### src/hw/wrcb_map.vh
// register map, field positions and timing figures of the wake and radio configuration bank
// included by the bank module; definitions only
`ifndef WRCB_MAP_VH
`define WRCB_MAP_VH
// byte offsets on the serial control port address space
`define WRCB_IRQ_MASK0_ADDR 10'h100
`define WRCB_IRQ_MASK1_ADDR 10'h101
`define WRCB_WCNT_LO_ADDR 10'h102
`define WRCB_WCNT_HI_ADDR 10'h103
`define WRCB_WLIM_LO_ADDR 10'h104
`define WRCB_WLIM_HI_ADDR 10'h105
`define WRCB_LISTEN_ADDR 10'h106
`define WRCB_TICKDIV_ADDR 10'h107
`define WRCB_LEVEL_ADDR 10'h108
`define WRCB_CARRIER0_ADDR 10'h109
`define WRCB_CARRIER1_ADDR 10'h10a
`define WRCB_CARRIER2_ADDR 10'h10b
`define WRCB_RATE_LO_ADDR 10'h10c
`define WRCB_RATE_HI_ADDR 10'h10d
// mask bit positions
`define WRCB_M0_WAKE_LIMIT 7
`define WRCB_M1_BATTERY 7
`define WRCB_M1_CMD_READY 6
`define WRCB_M1_WAKE_TIMER 4
`define WRCB_M1_PORT_READY 1
`define WRCB_M1_CMD_DONE 0
`define WRCB_M1_WRITABLE 8'hd3
// reset values
`define WRCB_RESET_BYTE 8'h00
// listen tick: 128 periods of the 6.5 MHz reference per divider unit
`define WRCB_TICK_REF_CYCLES 128
`define WRCB_REF_KHZ 6500
`define WRCB_CLK_KHZ 250000
`endif

### src/hw/wrcb_bank.v
// wake and radio configuration bank: byte registers, wake counter, listen timer, irq gating
// assumes a byte-wide register port from the serial control port logic on the same clock,
// and event levels from the command processor, battery monitor and wake timer, all on clk
// all event inputs come from logic on clk, so none passes a synchroniser here
// the wake timer line idles low; its rising edge counts one expiry
// Notes on behaviour
// - mask1 bit 7 lets a low battery raise the interrupt.
// - mask1 bit 6 lets command-ready raise the interrupt, following the status flag.
// - mask1 bit 4 lets each wake timer expiry raise the interrupt.
// - mask1 bit 1 lets serial port ready raise the interrupt.
// - mask1 bit 0 lets command completion raise the interrupt.
// - mask bit one passes its source, zero suppresses it.
// - sixteen-bit wake count in two bytes, host may load it to zero.
// - count above limit wakes to radio idle and raises limit interrupt if enabled.
// - smart wake powers radio receiving on stored channel for listen period.
// - no preamble before listen period ends returns device to sleep.
// - listen period is value times tick of 128 times divider reference cycles.
// - signal level limit in dBm is register value minus 107.
// - carrier is 24-bit word over three bytes, 26 MHz times word over 65536.
// - bit rate is 12-bit word times 100, low eight bits in one register.
// - upper four rate bits sit in bits 3 to 0 of next register.
// - mask0 bit 7 enables the wake limit interrupt.
`timescale 1ns/10ps
`default_nettype none
`include "wrcb_map.vh"

module wrcb_bank (
  // clock and reset
  input wire clk,
  input wire rst,
  // register port
  input wire [9:0] regAddr,
  input wire regWrite,
  input wire regRead,
  input wire [7:0] regWdata,
  output reg [7:0] regRdata,
  output wire regHit,
  // event sources
  input wire batteryLow,
  input wire cmdReady,
  input wire portReady,
  input wire cmdDone,
  input wire wakeTimerExpiry,
  input wire smartWakeEn,
  input wire preambleFound,
  // radio control
  output reg radioRxOn,
  output reg radioIdleWake,
  output reg sleepReq,
  output wire irqOut,
  // configuration words
  output wire [23:0] carrierWord,
  output wire [11:0] bitRateWord,
  output wire signed [8:0] levelLimitDbm
);

  // reference cycles to clock cycles: 250 MHz over 6.5 MHz, scaled by 128 per divider unit
  localparam [31:0] TICK_UNIT_CYC =
    (`WRCB_TICK_REF_CYCLES * `WRCB_CLK_KHZ) / `WRCB_REF_KHZ;
  localparam [2:0] ST_SLEEP = 3'b001;
  localparam [2:0] ST_LISTEN = 3'b010;
  localparam [2:0] ST_IDLE = 3'b100;

  // configuration storage
  reg [7:0] mask0_reg;
  reg [7:0] mask1_reg;
  reg [15:0] wakeCount_reg;
  reg [15:0] wakeLimit_reg;
  reg [7:0] listenPeriod_reg;
  reg [7:0] tickDiv_reg;
  reg [7:0] levelLimit_reg;
  reg [23:0] carrier_reg;
  reg [11:0] rate_reg;
  reg [3:0] rateHiRest_reg;
  // sequencing and listen timers
  reg [2:0] state_reg;
  reg [2:0] state_next;
  reg [31:0] unitCnt_reg;
  reg [7:0] tickCnt_reg;
  reg [7:0] dwellCnt_reg;
  reg expiryPrev_reg;
  reg limitHit_reg;

  // write decode helper
  function wrHit;
    input [9:0] a;
    input [9:0] target;
    begin
      wrHit = regWrite && (a == target);
    end
  endfunction

  // counter step test, one bit wider so a count of 255 cannot wrap; zero acts as one
  function stepReached;
    input [7:0] cnt;
    input [7:0] limit;
    begin
      stepReached = (({1'b0, cnt} + 9'h001) >= {1'b0, limit});
    end
  endfunction

  // wake limit test: the new count must exceed the threshold
  function overLimit;
    input [15:0] cnt;
    input [15:0] limit;
    begin
      overLimit = (cnt > limit);
    end
  endfunction

  wire expiryPulse = wakeTimerExpiry && !expiryPrev_reg;
  wire [15:0] countPlus = wakeCount_reg + 16'h0001;
  wire limitReach = expiryPulse && overLimit(countPlus, wakeLimit_reg);
  wire countWrite = wrHit(regAddr, `WRCB_WCNT_LO_ADDR)
    || wrHit(regAddr, `WRCB_WCNT_HI_ADDR);
  wire tickDone = (unitCnt_reg >= TICK_UNIT_CYC - 32'd1);
  wire dwellEnd = tickDone && stepReached(tickCnt_reg, tickDiv_reg)
    && stepReached(dwellCnt_reg, listenPeriod_reg);

  assign carrierWord = carrier_reg;
  assign bitRateWord = rate_reg;
  assign levelLimitDbm = $signed({1'b0, levelLimit_reg}) - 9'sd107;

  // interrupt: each source gated by its mask bit
  assign irqOut = (mask1_reg[`WRCB_M1_BATTERY] & batteryLow)
    | (mask1_reg[`WRCB_M1_CMD_READY] & cmdReady)
    | (mask1_reg[`WRCB_M1_WAKE_TIMER] & wakeTimerExpiry)
    | (mask1_reg[`WRCB_M1_PORT_READY] & portReady)
    | (mask1_reg[`WRCB_M1_CMD_DONE] & cmdDone)
    | (mask0_reg[`WRCB_M0_WAKE_LIMIT] & limitHit_reg);

  // wake timer edge detector, idle low like the event line
  always @(posedge clk) begin
    if (rst) begin
      expiryPrev_reg <= 1'b0;
    end else begin
      expiryPrev_reg <= wakeTimerExpiry;
    end
  end

  // first interrupt mask, only the wake limit bit has a source here
  always @(posedge clk) begin
    if (rst) begin
      mask0_reg <= `WRCB_RESET_BYTE;
    end else if (wrHit(regAddr, `WRCB_IRQ_MASK0_ADDR)) begin
      mask0_reg <= regWdata;
    end
  end

  // second interrupt mask, reserved bits held at zero
  always @(posedge clk) begin
    if (rst) begin
      mask1_reg <= `WRCB_RESET_BYTE;
    end else if (wrHit(regAddr, `WRCB_IRQ_MASK1_ADDR)) begin
      mask1_reg <= regWdata & `WRCB_M1_WRITABLE;
    end
  end

  // wake count: an expiry in the same cycle as a byte write wins
  always @(posedge clk) begin
    if (rst) begin
      wakeCount_reg <= 16'h0000;
    end else if (expiryPulse) begin
      wakeCount_reg <= countPlus;
    end else begin
      if (wrHit(regAddr, `WRCB_WCNT_LO_ADDR)) wakeCount_reg[7:0] <= regWdata;
      if (wrHit(regAddr, `WRCB_WCNT_HI_ADDR)) wakeCount_reg[15:8] <= regWdata;
    end
  end

  // wake limit, two independent bytes
  always @(posedge clk) begin
    if (rst) begin
      wakeLimit_reg <= 16'h0000;
    end else begin
      if (wrHit(regAddr, `WRCB_WLIM_LO_ADDR)) wakeLimit_reg[7:0] <= regWdata;
      if (wrHit(regAddr, `WRCB_WLIM_HI_ADDR)) wakeLimit_reg[15:8] <= regWdata;
    end
  end

  // listen period in ticks
  always @(posedge clk) begin
    if (rst) begin
      listenPeriod_reg <= `WRCB_RESET_BYTE;
    end else if (wrHit(regAddr, `WRCB_LISTEN_ADDR)) begin
      listenPeriod_reg <= regWdata;
    end
  end

  // listen tick divider
  always @(posedge clk) begin
    if (rst) begin
      tickDiv_reg <= `WRCB_RESET_BYTE;
    end else if (wrHit(regAddr, `WRCB_TICKDIV_ADDR)) begin
      tickDiv_reg <= regWdata;
    end
  end

  // signal level limit
  always @(posedge clk) begin
    if (rst) begin
      levelLimit_reg <= `WRCB_RESET_BYTE;
    end else if (wrHit(regAddr, `WRCB_LEVEL_ADDR)) begin
      levelLimit_reg <= regWdata;
    end
  end

  // carrier word, three independent bytes, no latching
  always @(posedge clk) begin
    if (rst) begin
      carrier_reg <= 24'h000000;
    end else begin
      if (wrHit(regAddr, `WRCB_CARRIER0_ADDR)) carrier_reg[7:0] <= regWdata;
      if (wrHit(regAddr, `WRCB_CARRIER1_ADDR)) carrier_reg[15:8] <= regWdata;
      if (wrHit(regAddr, `WRCB_CARRIER2_ADDR)) carrier_reg[23:16] <= regWdata;
    end
  end

  // rate word: low byte, nibble of the next byte, upper nibble kept for readback
  always @(posedge clk) begin
    if (rst) begin
      rate_reg <= 12'h000;
      rateHiRest_reg <= 4'h0;
    end else begin
      if (wrHit(regAddr, `WRCB_RATE_LO_ADDR)) rate_reg[7:0] <= regWdata;
      if (wrHit(regAddr, `WRCB_RATE_HI_ADDR)) begin
        rate_reg[11:8] <= regWdata[3:0];
        rateHiRest_reg <= regWdata[7:4];
      end
    end
  end

  // read multiplexer, registered data
  always @(posedge clk) begin
    if (rst) begin
      regRdata <= 8'h00;
    end else if (regRead) begin
      case (regAddr)
        `WRCB_IRQ_MASK0_ADDR: regRdata <= mask0_reg;
        `WRCB_IRQ_MASK1_ADDR: regRdata <= mask1_reg;
        `WRCB_WCNT_LO_ADDR: regRdata <= wakeCount_reg[7:0];
        `WRCB_WCNT_HI_ADDR: regRdata <= wakeCount_reg[15:8];
        `WRCB_WLIM_LO_ADDR: regRdata <= wakeLimit_reg[7:0];
        `WRCB_WLIM_HI_ADDR: regRdata <= wakeLimit_reg[15:8];
        `WRCB_LISTEN_ADDR: regRdata <= listenPeriod_reg;
        `WRCB_TICKDIV_ADDR: regRdata <= tickDiv_reg;
        `WRCB_LEVEL_ADDR: regRdata <= levelLimit_reg;
        `WRCB_CARRIER0_ADDR: regRdata <= carrier_reg[7:0];
        `WRCB_CARRIER1_ADDR: regRdata <= carrier_reg[15:8];
        `WRCB_CARRIER2_ADDR: regRdata <= carrier_reg[23:16];
        `WRCB_RATE_LO_ADDR: regRdata <= rate_reg[7:0];
        `WRCB_RATE_HI_ADDR: regRdata <= {rateHiRest_reg, rate_reg[11:8]};
        default: regRdata <= 8'h00;
      endcase
    end
  end

  assign regHit = (regAddr >= `WRCB_IRQ_MASK0_ADDR) && (regAddr <= `WRCB_RATE_HI_ADDR);

  // wake sequencing: sleep, listen for the dwell period, or radio idle
  // a count past the limit always lands in radio idle, even mid-listen
  // divider or period of zero behaves as one
  always @* begin
    state_next = state_reg;
    case (state_reg)
      ST_SLEEP: begin
        if (limitReach)
          state_next = ST_IDLE;
        else if (expiryPulse && smartWakeEn)
          state_next = ST_LISTEN;
      end
      ST_LISTEN: begin
        if (limitReach)
          state_next = ST_IDLE;
        else if (preambleFound)
          state_next = ST_IDLE;
        else if (dwellEnd)
          state_next = ST_SLEEP;
      end
      ST_IDLE: begin
        if (expiryPulse && smartWakeEn && !limitReach)
          state_next = ST_LISTEN;
      end
      default: state_next = ST_SLEEP;
    endcase
  end

  // state register
  always @(posedge clk) begin
    if (rst) begin
      state_reg <= ST_SLEEP;
    end else begin
      state_reg <= state_next;
    end
  end

  // radio control outputs, registered from the next state
  always @(posedge clk) begin
    if (rst) begin
      radioRxOn <= 1'b0;
      radioIdleWake <= 1'b0;
      sleepReq <= 1'b0;
    end else begin
      radioRxOn <= (state_next == ST_LISTEN);
      radioIdleWake <= (state_next == ST_IDLE);
      sleepReq <= (state_reg == ST_LISTEN) && (state_next == ST_SLEEP);
    end
  end

  // wake limit source: sticky until the host rewrites the count, a new hit wins
  always @(posedge clk) begin
    if (rst) begin
      limitHit_reg <= 1'b0;
    end else if (limitReach) begin
      limitHit_reg <= 1'b1;
    end else if (countWrite) begin
      limitHit_reg <= 1'b0;
    end
  end

  // listen timers: reference units, ticks of the divider, dwell count
  always @(posedge clk) begin
    if (rst) begin
      unitCnt_reg <= 32'd0;
      tickCnt_reg <= 8'h00;
      dwellCnt_reg <= 8'h00;
    end else if (state_reg != ST_LISTEN) begin
      unitCnt_reg <= 32'd0;
      tickCnt_reg <= 8'h00;
      dwellCnt_reg <= 8'h00;
    end else if (tickDone) begin
      unitCnt_reg <= 32'd0;
      if (stepReached(tickCnt_reg, tickDiv_reg)) begin
        tickCnt_reg <= 8'h00;
        dwellCnt_reg <= dwellCnt_reg + 8'h01;
      end else begin
        tickCnt_reg <= tickCnt_reg + 8'h01;
      end
    end else begin
      unitCnt_reg <= unitCnt_reg + 32'd1;
    end
  end

endmodule // wrcb_bank
`default_nettype wire

### config.mk
export PLATFORM = sky130hd
export DESIGN_NAME = wrcb_bank
export DESIGN_NICKNAME = d
export VERILOG_FILES = /design/src/hw/wrcb_bank.v
export VERILOG_INCLUDE_DIRS = /design/src /design/src/hw
export SDC_FILE = /design/constraint.sdc
export NUM_CORES = 1
export LEC_CHECK = 0
export ABC_AREA = 1
export BUFFER_PORTS_ARGS = -buffer_cell sky130_fd_sc_hd__buf_2
export CAP_MARGIN = 15
export CORE_MARGIN = 2
export CORE_UTILIZATION = 31
export CTS_BUF_LIST = sky130_fd_sc_hd__clkbuf_8
export CTS_CLUSTER_SIZE = 25
export DETAILED_ROUTE_END_ITERATION = 16
export GPL_TIMING_DRIVEN = 0
export PLACE_DENSITY = 0.43
export SLEW_MARGIN = 25
export SYNTH_ARGS = -nofsm -noshare
export SYNTH_HDL_FRONTEND = slang
export SYNTH_SLANG_ARGS = --single-unit
### constraint.sdc
create_clock -name clk -period 6.8 [get_ports clk]
set_input_delay 0.68 -clock clk [delete_from_list [all_inputs] [get_ports clk]]
set_output_delay 0.68 -clock clk [all_outputs]
set_load 0.02 [all_outputs]
==> impl_summary.log <==
INFO  metric status = completed
INFO  metric detail_route.first_pass.iterations = 6
INFO  metric worstPathCellList = ha_1 > nand3_2 > nor2_4 > nand4_2 > nor3_2 > nand2_1 > xor2_1 > inv_1 > ha_1 > nand2_1 > nor4_1 > inv_1 > o21ai_0 > nand3_1 > nand2_1 > nand2_1 > a21oi_1
INFO  metric edff_count_synth = 0
INFO  metric hold_viol_final = 0
INFO  metric layout_overhead_on_the_synthesized_area = 15.6%
INFO  metric hold_class = in -> reg
INFO  metric post_cts_resize_count = 0
INFO  metric report.final.setup_viol = 0
INFO  metric tritoncts_clock_tree = built
INFO  metric critPathRequiredTime = 7.21 ns
INFO  metric fin_setup_tns = 0 ns
INFO  metric worst_clock_skew = 0.0150 ns
INFO  metric avgViaCountPerCell = 4.84
INFO  metric postLayoutCoreUtil = 0.364
INFO  metric cts_setup_buffers = 0
INFO  metric design.die.area = 29,500 sq um
INFO  metric grt_pass1_wl = 44.1 mm
INFO  metric timing_worst_slew_pin_value = 0.905 ns
INFO  metric rsz0062_at_grt = no
INFO  metric cts_made_buffers = 17
INFO  metric wl = approximately 30 mm
INFO  metric cp.buffers_inverters = 2
INFO  metric insertedDiodeCount = 0
INFO  metric initialDrtViolationCount = 545
INFO  metric standard_cell_core_area = between 20,000 and 30,000 sq um
INFO  metric wl_per_cell = approximately 17 um
INFO  metric power.leakage = 4.13 nW
INFO  metric drv_slew = 0
INFO  metric clk_latency = approximately 0.48 ns
INFO  metric cts_root_buffer = clkbuf_8
INFO  metric synth.largest_area_cell = dfxtp_1
INFO  metric worst_slack = 3.49 ns
INFO  metric grt_start_max_net_pins = 20
INFO  metric cp_top_family = simple AND/OR/NAND/NOR gates
INFO  metric cap_viol_max_count = 0
INFO  metric drive_gt1_frac = 0.128
INFO  metric ant_nets = 0
INFO  metric synthTopCellsByArea = dfxtp_1, inv_1, a21oi_1
INFO  metric crit_path_end_kind = register
INFO  metric max_freq = between 0.3 and 0.4 GHz
INFO  metric grt_overflow_total = 0
INFO  metric postSynth.asyncResetShare = 0
INFO  metric num_io_pins = 87
INFO  metric yosysTopAreaCellShare = 0.397
INFO  metric postCtsHoldBufs = 0
INFO  metric gr-usage-all-layers = 0.201
INFO  metric cts_max_level = 4
INFO  metric power_per_cell_area = 189 nW/um^2
INFO  metric number_of_global_route_vias_before_repair = 7,558
INFO  metric ys.warnings.count = 0
INFO  metric clk_pin_slew_worst_paths = 0.11 ns
INFO  metric path_common_cell = nand2_1
INFO  metric ys_ff_latch = 173
INFO  metric timing.max_slew.rel_slack = 0.396
INFO  metric post-dp-hpwl = about 22 mm
INFO  metric cts.sink_count = 173
INFO  metric synthCells = about 1.2k
INFO  metric die_h = approximately 170 um
INFO  metric min_period_over_period = 0.486
INFO  metric initial_core_util = 0.315
INFO  metric antenna_found_initial = 0
INFO  metric slowest_delay = 0.46 ns
INFO  metric cell_type_of_the_slowest_stage_on_the_worst_timing_path = nor4_1
INFO  metric flip_flop_count_of_the_largest_register_all_copies_and_words_added = 32
INFO  metric place_congestion = between 0.8 and 0.9
INFO  metric irDropWorstVdd = 0.101 mV
INFO  metric final_period_minus_worst_setup_slack = 3.31 ns
INFO  metric unique_masters_post_synth = 46
INFO  metric cell_rows = 61
INFO  metric ctsLongestPathBuffers = 2
INFO  metric placement.io_buffers = 83
INFO  metric post-route-drc-count = 0
INFO  metric worst-endpoint-arrival = 3.72 ns
INFO  metric pre_cts_slack = 3.49 ns
INFO  metric fin_nets = between 1k and 1.5k
INFO  metric most_common_flop_cell_mapped_by_yosys = dfxtp_1
INFO  metric sequential_element_share_of_the_synthesized_area = 0.397
INFO  metric syn-mean-instance-area = 7.25 sq um
INFO  metric path_max_fanout = 6
INFO  metric die_w = 172 um
INFO  metric path_class = reg -> reg
INFO  metric detailroute.via_count = 8,283
INFO  metric syn_area = 8720 sq um
INFO  metric startpoint_type = register
[area by class of cell]
class | count | area, sq um
plain buffers | 42 | 184
clock buffers | 17 | 234
clock inverters | 15 | 171
fillers | 3003 | 17600
inverters | 196 | 736
multi-input cells | 809 | 4400
flip-flops and latches | 173 | 3460
well taps | 378 | 473
repair buffers | 83 | 415
[worst min-delay path: stages]
cell    delay, ns
buf_2        0.08
inv_1        0.06
nor2_1       0.08
[path summary, 6_finish.rpt]
| path | start | to | slack, ns | cells past startpoint |
|---|---|---|---|---|
| setup / recovery | wakeCount_reg[0] | radioIdleWake | 3.49 | 17 |
| hold / removal | wakeTimerExpiry | expiryPrev_reg | 0.45 | 3 |
| setup reg to reg | wakeCount_reg[0] | radioIdleWake | 3.49 | 17 |
| hold reg to reg | unitCnt_reg[0] | unitCnt_reg[0] | 0.46 | 1 |
[where the power goes]
part	internal [mW]	total (mW)	switching [mW]
logic	0.0311	0.122	0.0909
registers	1.02	1.03	0.00651
clock network	0.280	0.752	0.471
total	1.34	1.91	0.569
[layout by cell type (no fill, tap or decap), types with 2 or more instances in the layout]
cell and instances:
inv_8 5, nand2_4 2, a21o_1 5, nor2_2 6
nand2_1 164, nor3_2 3, ha_1 38, buf_2 92
nand3_1 52, a31oi_1 6, nor4_1 7, inv_1 187
clkbuf_1 30, buf_4 2, o21ai_1 8, nor2_4 3
nand2_2 4, clkinvlp_4 2, a21oi_1 134, clkbuf_8 17
nand3_2 8, o22ai_1 53, conb_1 19, nor2_1 99
a211oi_1 2, nand4_2 4, nor3_1 16, nand4_1 18
xor2_1 22, nor3_4 2, dfxtp_1 173, inv_6 3
xnor2_1 2, inv_2 8, nor3b_1 3, clkinv_8 4
o21ai_0 117
[kinds of logic (layout without fill, tap and decap cells)]
group                      Yosys count  in the layout  synth area share
and+or+nand+nor                    397            397             0.215
AOI/OAI and AO/OA                  331            331             0.203
buffers and inverters              238            353             0.105
DFF                                173            173             0.397
adders and majority gates           38             38            0.0545
xor gates and xnor gates            24             24            0.0241
other                                1             19          0.000430
[Yosys cell counts (all sizes together), types with 2 or more instances]
cell type  number
a31oi           6
a211oi          2
inv           195
nand2         170
buf            12
o22ai          53
a21o            5
ha             38
nor4            8
dfxtp         173
clkbuf         30
nor2          109
nand4          22
nor3b           3
xnor2           2
nor3           21
xor2           22
or2             3
nand3          60
o21ai         126
a21oi         134
[stage by stage]
step | std cells | hold WS, ns | total power [mW] | area, sq um
after global routing | 1713 | 0.421 | 2.00 | 10100
final | 1713 | 0.449 | 1.91 | 10100
after global placement | 1681 | 0.429 | 1.18 | 9670
after detailed placement | 1681 | 0.440 | 1.18 | 9670
after floorplan | 1220 | 0.417 | 1.13 | 8780
after CTS | 1713 | 0.419 | 1.94 | 10100
[routing by layer]
layer,GRT usage,up-vias,routed length (um)
met4,0.0523,0,565
met3,0.0331,37,1150
met1,0.268,3855,13600
met5,0,-,0
met2,0.336,167,13800
li1,-,4224,-
(Power assumes the default switching activity.)
